$ cat src/jki_pkg.sv
// Package for the jog key increment control: register map, field
// positions, reset values, step sizes and the shared types.
// Assumes one clock domain and a plain address/strobe register port.
package jki_pkg;

  // Register offsets (byte addresses on the plain port)
  localparam logic [7:0] JKI_ADDR_KEYS = 8'h00;
  localparam logic [7:0] JKI_ADDR_SEL = 8'h04;
  localparam logic [7:0] JKI_ADDR_MODE = 8'h08;
  localparam logic [7:0] JKI_ADDR_STATUS = 8'h0C;
  localparam logic [7:0] JKI_ADDR_ALARM = 8'h10;
  localparam logic [7:0] JKI_ADDR_REMAIN = 8'h14;

  // Key register fields
  localparam int JKI_KEY_BLOCK_BIT = 0;
  localparam int JKI_KEY_MINUS_BIT = 6;
  localparam int JKI_KEY_PLUS_BIT = 7;

  // Step selection fields, same layout in request and status registers
  localparam int JKI_SEL_ONE_BIT = 0;
  localparam int JKI_SEL_TEN_BIT = 1;
  localparam int JKI_SEL_HUNDRED_BIT = 2;
  localparam int JKI_SEL_THOUSAND_BIT = 3;
  localparam int JKI_SEL_CONT_BIT = 6;

  // Mode register fields
  localparam int JKI_MODE_LSB = 0;
  localparam int JKI_CHAN_BUSY_BIT = 4;

  // Status register extra fields
  localparam int JKI_STAT_PENDING_BIT = 8;
  localparam int JKI_STAT_MOVING_BIT = 9;
  localparam int JKI_STAT_DIR_BIT = 10;

  // Reset values
  localparam logic [4:0] JKI_SEL_RESET = 5'h00;
  localparam logic [1:0] JKI_MODE_RESET = 2'h0;

  // Alarm code reported when the channel already moves the axis
  localparam logic [15:0] JKI_ALARM_CHAN_BUSY = 16'h4E5E;

  // Step sizes in increments
  localparam logic [9:0] JKI_STEP_ONE = 10'h001;
  localparam logic [9:0] JKI_STEP_TEN = 10'h00A;
  localparam logic [9:0] JKI_STEP_HUNDRED = 10'h064;
  localparam logic [9:0] JKI_STEP_THOUSAND = 10'h3E8;

  typedef enum logic [1:0]
  {
    JKI_MODE_JOG = 2'h0,
    JKI_MODE_AUTO = 2'h1,
    JKI_MODE_MDI = 2'h2
  } jki_mode_t;

  typedef struct packed
  {
    logic plus;
    logic minus;
    logic block;
  } jki_keys_t;

  // Internal selection: {cont, thousand, hundred, ten, one}
  typedef logic [4:0] jki_sel_t;

endpackage

$ cat src/jki_step_cnt.sv
// Remaining-increment counter for one axis step.
// Assumes load, decrement and clear are exclusive in the caller's use;
// clear wins, then load, then decrement.
`timescale 1ns/1ps
`default_nettype none
module jki_step_cnt
  import jki_pkg::*;
(
  // Clock and reset
  input wire logic ref_clk_i,
  input wire logic sys_rst_i,
  // Control
  input wire logic load_i,
  input wire logic [9:0] load_val_i,
  input wire logic dec_i,
  input wire logic clear_i,
  // State
  output logic [9:0] remain_o,
  output logic last_o
);

  logic [9:0] next_remain;

  assign next_remain = clear_i ? 10'h000 :
                       load_i ? load_val_i :
                       (dec_i && remain_o != 10'h000) ?
                       10'(remain_o - 10'h001) : remain_o;

  assign last_o = (remain_o == 10'h001);

  always_ff @(posedge ref_clk_i or posedge sys_rst_i)
  begin
    if (sys_rst_i)
      remain_o <= 10'h000;
    else
      remain_o <= next_remain;
  end

endmodule
`default_nettype wire

$ cat src/jki_jog_ctrl.sv
// Jog key increment control for one machine axis: traversing keys,
// step-size selection, halt/resume of unfinished steps, alarm on refusal.
// Assumes the controller writes the interface bits through the register
// port each cycle it changes them; one increment is commanded per clock.
`timescale 1ns/1ps
`default_nettype none
module jki_jog_ctrl
  import jki_pkg::*;
(
  // Clock and reset
  input wire logic ref_clk_i,
  input wire logic sys_rst_i,
  // Register port
  input wire logic [7:0] addr_i,
  input wire logic [15:0] wr_data_i,
  input wire logic wr_i,
  input wire logic rd_i,
  output logic [15:0] rd_data_o,
  // Axis motion
  output logic step_o,
  output logic dir_minus_o,
  // Status toward the controller
  output logic [4:0] active_sel_o,
  output logic alarm_o
);

  typedef enum logic [1:0] {S_IDLE, S_INCR, S_HOLD, S_CONT} jki_state_t;

  function automatic logic [9:0] step_len(input jki_sel_t sel);
    step_len = sel[3] ? JKI_STEP_THOUSAND :
               sel[2] ? JKI_STEP_HUNDRED :
               sel[1] ? JKI_STEP_TEN :
               sel[0] ? JKI_STEP_ONE : 10'h000;
  endfunction

  function automatic logic is_single(input jki_sel_t sel);
    is_single = (sel != 5'h00) && ((sel & 5'(sel - 5'h01)) == 5'h00);
  endfunction

  // Interface registers
  jki_keys_t keys;
  jki_sel_t req_sel;
  jki_mode_t mode;
  logic chan_busy;
  // Internal state
  jki_state_t state;
  jki_state_t next_state;
  logic prev_want;
  logic [9:0] remain;
  logic rem_last;

  // Decode
  wire is_jog = (mode == JKI_MODE_JOG);
  wire keys_live = is_jog && !keys.block;
  wire want_plus = keys_live && keys.plus && !keys.minus;
  wire want_minus = keys_live && keys.minus && !keys.plus;
  wire want_any = want_plus || want_minus;
  wire press = want_any && !prev_want;
  wire held_dir_key = dir_minus_o ? want_minus : want_plus;
  wire sel_single = is_single(req_sel);
  // Outside jog the selection is frozen
  wire [4:0] next_active = is_jog ? (sel_single ? req_sel : 5'h00) :
                           active_sel_o;
  wire sel_changed = (next_active != active_sel_o);
  wire incr_active = |active_sel_o[3:0];
  // No request bit at all means continuous; a conflict means no motion
  wire cont_mode = active_sel_o[4] || (req_sel == 5'h00);
  wire moving_state = (state == S_INCR) || (state == S_CONT);
  wire step_now = moving_state && held_dir_key && !chan_busy &&
                  !sel_changed;
  wire start_ok = (state == S_IDLE) && press && !chan_busy;
  wire load_step = start_ok && incr_active;
  wire abort = (state == S_INCR || state == S_HOLD) && sel_changed;
  wire alarm_set = press && chan_busy;
  wire alarm_clr = wr_i && (addr_i == JKI_ADDR_ALARM);
  wire [15:0] status_word = {5'h00, dir_minus_o,
                             (state == S_INCR || state == S_CONT),
                             (state == S_INCR || state == S_HOLD),
                             1'b0, active_sel_o[4], 2'h0,
                             active_sel_o[3:0]};
  wire [15:0] rd_mux =
    (addr_i == JKI_ADDR_KEYS) ? {8'h00, keys.plus, keys.minus, 5'h00,
                                 keys.block} :
    (addr_i == JKI_ADDR_SEL) ? {9'h000, req_sel[4], 2'h0, req_sel[3:0]} :
    (addr_i == JKI_ADDR_MODE) ? {11'h000, chan_busy, 2'h0, mode} :
    (addr_i == JKI_ADDR_STATUS) ? status_word :
    (addr_i == JKI_ADDR_ALARM) ? (alarm_o ? JKI_ALARM_CHAN_BUSY : 16'h0000) :
    (addr_i == JKI_ADDR_REMAIN) ? {6'h00, remain} : 16'h0000;

  jki_step_cnt u_cnt
  (
    .ref_clk_i(ref_clk_i),
    .sys_rst_i(sys_rst_i),
    .load_i(load_step),
    .load_val_i(step_len(active_sel_o)),
    .dec_i(step_now && state == S_INCR),
    .clear_i(abort),
    .remain_o(remain),
    .last_o(rem_last)
  );

  always_comb
  begin
    next_state = state;
    unique case (state)
      S_IDLE:
        if (start_ok && incr_active)
          next_state = S_INCR;
        else if (start_ok && cont_mode)
          next_state = S_CONT;
      S_INCR:
        if (sel_changed)
          next_state = S_IDLE;
        else if (step_now && rem_last)
          next_state = S_IDLE;
        else if (!step_now)
          next_state = S_HOLD;
      S_HOLD:
        if (sel_changed)
          next_state = S_IDLE;
        else if (held_dir_key && !chan_busy)
          next_state = S_INCR;
      S_CONT:
        if (!step_now || !cont_mode)
          next_state = S_IDLE;
    endcase
  end

  // Interface bits written by the controller
  always_ff @(posedge ref_clk_i or posedge sys_rst_i)
  begin
    if (sys_rst_i)
    begin
      keys <= '0;
      req_sel <= JKI_SEL_RESET;
      mode <= jki_mode_t'(JKI_MODE_RESET);
      chan_busy <= 1'b0;
    end
    else if (wr_i)
    begin
      if (addr_i == JKI_ADDR_KEYS)
        keys <= {wr_data_i[JKI_KEY_PLUS_BIT], wr_data_i[JKI_KEY_MINUS_BIT],
                 wr_data_i[JKI_KEY_BLOCK_BIT]};
      if (addr_i == JKI_ADDR_SEL)
        req_sel <= {wr_data_i[JKI_SEL_CONT_BIT],
                    wr_data_i[JKI_SEL_THOUSAND_BIT:JKI_SEL_ONE_BIT]};
      if (addr_i == JKI_ADDR_MODE)
      begin
        mode <= jki_mode_t'(wr_data_i[JKI_MODE_LSB +: 2]);
        chan_busy <= wr_data_i[JKI_CHAN_BUSY_BIT];
      end
    end
  end

  // Read data stands for the single cycle after the strobe
  always_ff @(posedge ref_clk_i or posedge sys_rst_i)
  begin
    if (sys_rst_i)
      rd_data_o <= 16'h0000;
    else
      rd_data_o <= rd_i ? rd_mux : 16'h0000;
  end

  always_ff @(posedge ref_clk_i or posedge sys_rst_i)
  begin
    if (sys_rst_i)
    begin
      state <= S_IDLE;
      prev_want <= 1'b0;
      step_o <= 1'b0;
      dir_minus_o <= 1'b0;
      active_sel_o <= 5'h00;
      alarm_o <= 1'b0;
    end
    else
    begin
      state <= next_state;
      prev_want <= want_any;
      step_o <= step_now;
      if (start_ok)
        dir_minus_o <= want_minus;
      active_sel_o <= next_active;
      // A new refusal in the clearing cycle wins over the clear
      alarm_o <= alarm_set || (alarm_o && !alarm_clr);
    end
  end
endmodule
`default_nettype wire

$ cat config.mk
export PLATFORM = sky130hd
export DESIGN_NAME = jki_jog_ctrl
export DESIGN_NICKNAME = d
export VERILOG_FILES = /design/src/jki_pkg.sv /design/src/jki_step_cnt.sv /design/src/jki_jog_ctrl.sv
export SDC_FILE = /design/constraint.sdc
export NUM_CORES = 1
export LEC_CHECK = 0
export BUFFER_PORTS_ARGS = -buffer_cell sky130_fd_sc_hd__buf_4
export CAP_MARGIN = 0
export CELL_PAD_IN_SITES_DETAIL_PLACEMENT = 1
export CELL_PAD_IN_SITES_GLOBAL_PLACEMENT = 2
export CORE_MARGIN = 2
export CORE_UTILIZATION = 34
export DETAILED_ROUTE_END_ITERATION = 16
export MAX_ROUTING_LAYER = met4
export PLACE_DENSITY_LB_ADDON = 0.1
export SETUP_SLACK_MARGIN = 0.3
export SLEW_MARGIN = 15
export SYNTH_ARGS = -nofsm -noshare
export SYNTH_HDL_FRONTEND = slang
export SYNTH_SLANG_ARGS = --single-unit
$ cat constraint.sdc
create_clock -name ref_clk_i -period 3.5 [get_ports ref_clk_i]
set_input_delay 0.7 -clock ref_clk_i [delete_from_list [all_inputs] [get_ports ref_clk_i]]
set_output_delay 0.7 -clock ref_clk_i [all_outputs]
set_load 0.02 [all_outputs]
==> flow_summary.ini, run 1 <==
[clock_network]
cts-root-buf = clkbuf_8
cts_inserted_buffers = 5
post_cts_buffers = 0
cts_tree = yes
htreeDepth = 2
clkTransAtPathRegs_ns = 0.09
cts_hold_buf = 0
cts.sinks = 44
ctsLongestPathBuffers = 2
clk_latency_ns = 0.31
cts_resized = 0

[global_routing]
grt_usage_pct = 19.18
antenna_found_initial = 0
grt_overflow = 0
grt_max_degree = 45
grt_pass1_wl_um = 12620
grt_pass1_vias = 2414

[pwr]
clkPwrFrac_pct = 30.3
switching_share_pct = 33.02
pwr-share-seq_pct = 42.3
p_comb_share_pct = 27.4
peakVddDrop_uv = 192.3
p_sw_uw = 446.8
p_per_area_mw_per_mm2 = 425.5
intPower_uw = 906.5
p_leak_uw = 0.001453
total_power_uw = 1353

[worst_setup_path]
arrival_ns = 3.00
cp.required_ns = 3.73
worstReg2RegStart = req_sel[4]$_DFFE_PP0P_
r2r_end = u_cnt.remain_o[7]$_DFFE_PP0P_
crit_top_cell = or4_1
max_stage_delay_ns = 0.73
r2r_slack_ns = 0.73
critPathCaptureType = flip-flop
rr_worst_depth = 7
critPathMaxFanout = 10
path_delay_family = simple AND/OR/NAND/NOR gates
crit_type = flip-flop to flip-flop
crit_chain = nor3_1 > o21ai_0 > nand2_1 > a21oi_2 > or4_1 > or4_1 > a31oi_1
cp-start-kind = flip-flop
critPathBufInv = 0
critPathSlowestCell = or4_1

[logic_synthesis]
synth_edf_count = 0
synth_top_area_share_pct = 40.31
synth.largest_area_cell = dfrtp_1
ys_async_sr_fraction_pct = 100.0
yosysMostFrequentCell = dfrtp_1
synth_cells = 299
yosysWarningCount = 0
synth_commonest_cells = 44 x dfrtp_1, 29 x nand2_1, 21 x nor2_1, 21 x o21ai_0, 13 x a21oi_1
synth.area.top_cells = dfrtp_1 40%, mux2_2 4.5%, nand2_1 4.0%, o21ai_0 3.8%, nor2_1 2.9%
ys_dominant_reg_cell = dfrtp_1
syn-cell-area_sq_mm = 0.002731
syn-mean-instance-area_sq_um = 9.135
ys_seq_area_share_pct = 40.31
synth.distinct_cells = 58
ys_seq_elements = 44

[timing]
setup-tns-final_ns = 0
relSlewSlack_pct = 36.40
slew_viol_final = 0
setup_violations = 0
period_needed_ns = 2.768
clock-skew-final_ns = 0.005659
rsz0062_at_grt = false
fin_crit_sh_pct = 79.10
worst_pin_slew_ns = 0.9526
hold_violations = 0
clock.fmax_ghz = 0.3612

[place]
place_area_sq_mm = 0.003065
post-dp-hpwl_um = 5666
port_buffers = 39
place_congestion = 0.7392

[route]
vias = 2321
firstDrtPassIters = 4
wl_met2_um = 3662
wl_per_cell_um = 17.93
drtIter0Drc = 69
wl_um = 7746
highest_layer = met4
drc = 0
ant_nets = 0
vias_per_cell = 5.373
wl_met1_um = 3601
wl_met3_um = 290

[final_layout]
drive_gt1_share_pct = 23.03
areaGrowthSynthToFinish_pct = 16.45
diodes = 0
nNetsFinal = 363
postLayoutCellArea_sq_mm = 0.003181

[floorplan]
die_w_um = 93.63
fp.coreArea_sq_mm = 0.007767
fp.dieH_um = 93.63
placementRows = 32
ios = 52
dieArea_sq_mm = 0.008767
initial_core_util_pct = 35.16

[worst_hold_path]
min_path_cells = 1
holdCritPathClass = flip-flop to flip-flop
hold_end = mode[1]$_DFFE_PP0P_
worstHoldStart = mode[1]$_DFFE_PP0P_

[run]
max_cap_violations = 0

[run_status]
status = complete, no violations
placed cells by master, fill, tap and decap left out, types with 2 or more instances in the layout:
cell	count
or3_1	6
inv_1	9
buf_4	41
nand2b_1	8
a31oi_1	9
a22oi_1	4
nand2_1	29
xnor2_1	3
nor2_1	21
nor4bb_1	2
o21ai_0	21
nor4_1	2
dfrtp_1	44
nor3_1	11
mux2_2	11
or2_1	2
clkbuf_8	5
nor3b_1	5
nand3_1	6
mux2i_1	2
or2_2	3
or2b_1	2
ha_1	6
or4_1	6
o31ai_1	5
and3_1	4
nand3b_1	5
a21oi_1	13
nor2b_1	8
a211oi_1	2
conb_1	3
a22o_1	4
worst max path at each step:
stage,from,endpoint,slack [ns],depth (start not counted)
2_1_floorplan,u_cnt.remain_o[6]$_DFFE_PP0P_,state[0]$_DFFE_PP0P_,1.05,7
3_3_place_gp,req_sel[4]$_DFFE_PP0P_,u_cnt.remain_o[5]$_DFFE_PP0P_,0.80,7
3_5_place_dp,req_sel[4]$_DFFE_PP0P_,u_cnt.remain_o[7]$_DFFE_PP0P_,0.75,7
4_1_cts,req_sel[4]$_DFFE_PP0P_,u_cnt.remain_o[9]$_DFFE_PP0P_,0.73,7
5_1_grt,req_sel[1]$_DFFE_PP0P_,u_cnt.remain_o[5]$_DFFE_PP0P_,0.53,7
6_report,req_sel[4]$_DFFE_PP0P_,u_cnt.remain_o[7]$_DFFE_PP0P_,0.73,7
power groups by stage:
stage                     logic [uW]  clock network, uW  registers (uW)
after CTS                        379                421             574
after global routing             413                445             578
after floorplan                  270                  0             569
after detailed placement         375                  0             584
final                            371                409             573
after global placement           370                  0             582
through the flow:
stage,utilization (%),hold slack (ns),std cells,worst slack [ns]
floorplan,-,0.4938,301,1.046
global placement,39.47,0.5168,424,0.7974
detailed placement,39.47,0.5219,424,0.7502
CTS,40.95,0.5455,432,0.7350
global route,40.95,0.5716,432,0.5344
finish,40.95,0.5382,432,0.7316
cell families after synthesis:
family	Yosys count	synth area share (%)
DFF	44	40.31
xor gates and xnor gates	4	1.283
buffers and inverters	30	5.360
adders and majority gates	6	2.748
and+or+nand+nor	129	26.71
AOI/OAI and AO/OA	72	18.19
other	1	0.1373
muxes	13	5.268
registers in the layout, indices dropped and copies added, names as in the netlist:
signal,cells
active_sel_o,5
prev_want,1
state,2
rd_data_o,12
alarm_o,1
u_cnt.remain_o,10
keys,3
chan_busy,1
dir_minus_o,1
step_o,1
req_sel,5
mode,2
cell type report:
cell class / count / area (sq um)
multi-input cells: 227 / 1491
clock buffers: 5 / 68.82
well taps: 102 / 127.6
inverters: 10 / 37.54
repair buffers: 41 / 307.8
flip-flops and latches: 44 / 1101
fillers: 925 / 4587
clock inverters: 3 / 46.29
metal layers:
metal,vias up,GRT usage (%)
met5,-,-
met4,0,7.126
met3,15,3.384
met2,53,29.68
met1,1128,25.29
li1,1125,-
No activity file was read; power rests on OpenSTA's default activity.
==> run 2, diff against run 1 <==
==> constraint.sdc (replaced) <==
create_clock -name ref_clk_i -period 2.7 [get_ports ref_clk_i]
set_input_delay 0.54 -clock ref_clk_i [delete_from_list [all_inputs] [get_ports ref_clk_i]]
set_output_delay 0.54 -clock ref_clk_i [all_outputs]
set_load 0.02 [all_outputs]
==> flow_summary.ini, run 2 (synthesis gave the netlist of run 1 again) <==
[final_layout]
regMostFlops = rd_data_o
nNetsFinal = 392
mostFrequentLayoutCell = buf_4
top_regs = rd_data_o: 12 flops, u_cnt.remain_o: 10 flops
final_cell_mix = 69 x buf_4, 39 x dfrtp_1, 29 x nand2_1, 21 x nor2_1, 20 x o21ai_0
areaGrowthSynthToFinish_pct = 26.48
nFillCells = 928
largest_reg_flops = 12
drive_gt1_share_pct = 32.59
diodes = 0

[route]
ant_nets = 0
drc = 0
vias = 2466
vias_per_cell = 5.349
wl_per_cell_um = 17.81
drtIter0Drc = 104
firstDrtPassIters = 4
wl_um = 8212

[pwr]
total_power_uw = 1822
p_leak_uw = 0.001604
peakVddDrop_uv = 246.3
p_per_area_mw_per_mm2 = 527.4

[clock_network]
cts.sinks = 44
clk_latency_ns = 0.30
clkTransAtPathRegs_ns = 0.09
cts_hold_buf = 0
cts_inserted_buffers = 5
ctsLongestPathBuffers = 2
htreeDepth = 2
cts-root-buf = clkbuf_8
cts_tree = yes

[worst_setup_path]
critPathSlowestCell = or4_4
cp-start-kind = flip-flop
arrival_ns = 2.73
r2r_slack_ns = 0.21
crit_chain = or4_4 > or3_4 > or4b_4 > a211oi_2 > nor3_2 > a22oi_4 > o22a_1
critPathMaxFanout = 3
worstReg2RegStart = u_cnt.remain_o[5]$_DFFE_PP0P_
max_stage_delay_ns = 0.53
critPathCaptureType = flip-flop
cp.required_ns = 2.94
crit_type = flip-flop to flip-flop
r2r_end = state[0]$_DFFE_PP0P_
rr_worst_depth = 7

[timing]
period_needed_ns = 2.491
setup_violations = 0
clock-skew-final_ns = 0.007779
setup-tns-final_ns = 0
clock.fmax_ghz = 0.4015
fin_crit_sh_pct = 92.24
slew_viol_final = 0
hold_violations = 0
rsz0062_at_grt = true

[run_status]
status = complete, no violations

[floorplan]
ios = 52
fp.coreArea_sq_mm = 0.007767
dieArea_sq_mm = 0.008767
placementRows = 32
initial_core_util_pct = 35.16
fp.dieH_um = 93.63
die_w_um = 93.63

[worst_hold_path]
holdCritPathClass = input pin to asynchronous set/reset pin

[global_routing]
grt_max_degree = 26
grt_pass1_wl_um = 13340
grt_pass1_vias = 2483
antenna_found_initial = 0
grt_overflow = 0
grt_usage_pct = 20.12

[place]
post-dp-hpwl_um = 5992
place_congestion = 0.7888
port_buffers = 39

[run]
max_cap_violations = 0
run 2: changes by cell type in the layout (fill, tap and decap cells not counted), sizes merged:
cell      change
buf          +28
clkbuf        +1
clkinv        +1
clkinvlp      -1
inv           -1
or4           +1
run 2: final cells by class:
type                       count  area (sq um)  share of cell area, %
inverter                      10         37.54                  1.087
timing repair buffer          69         518.0                  14.99
clock buffer                   6         82.58                  2.390
tap                          102         127.6                  3.694
multi-input combinational    228          1543                  44.66
sequential                    44          1107                  32.05
clock inverter                 2         38.79                  1.123
run 2: power breakdown:
group / total [uW] / internal [uW] / switching, uW
logic: 547 / 239 / 307
registers: 733 / 691 / 42.0
clock network: 542 / 303 / 239
run 2: worst max-delay path: cells and delay by family, from the launching register on:
kind | cells | cell delay [ns]
AOI/OAI and AO/OA | 3 | 0.53
DFF | 1 | 0.42
and+or+nand+nor | 4 | 1.50
run 2: how the worst max path moves through the flow:
stage | start | endpoint | slack [ns] | cells after the start
2_1_floorplan | req_sel[1]$_DFFE_PP0P_ | u_cnt.remain_o[9]$_DFFE_PP0P_ | 0.30 | 9
3_3_place_gp | req_sel[2]$_DFFE_PP0P_ | u_cnt.remain_o[5]$_DFFE_PP0P_ | 0.07 | 7
3_5_place_dp | req_sel[2]$_DFFE_PP0P_ | u_cnt.remain_o[5]$_DFFE_PP0P_ | 0.04 | 7
4_1_cts | u_cnt.remain_o[5]$_DFFE_PP0P_ | state[0]$_DFFE_PP0P_ | 0.23 | 7
5_1_grt | u_cnt.remain_o[5]$_DFFE_PP0P_ | state[0]$_DFFE_PP0P_ | 0.14 | 7
6_report | u_cnt.remain_o[5]$_DFFE_PP0P_ | state[0]$_DFFE_PP0P_ | 0.21 | 7
run 2: per-layer routing:
layer | GRT usage, % | up-vias | routed length (um)
met5 | - | - | 0
met4 | 4.952 | 0 | 98
met3 | 2.740 | 7 | 225
met2 | 31.83 | 48 | 3905
met1 | 27.47 | 1223 | 3982
li1 | - | 1188 | -
run 2: metrics by stage:
stage	hold WS (ns)	setup slack (ns)	utilization (%)	instances	area, sq um
finish	0.2361	0.2095	44.47	461	3455
global route	0.2644	0.1350	44.47	461	3455
floorplan	0.4938	0.3042	-	301	2759
CTS	0.2447	0.2255	43.91	457	3411
global placement	0.5209	0.06774	41.17	440	3198
detailed placement	0.5338	0.03680	41.17	440	3198
run 2: timing repair:
action	4_1_cts	5_1_grt
resized for setup	8	4
buffers inserted	9	3
pin swaps	1	3
setup endpoints to repair	12	11
cloned	0	1
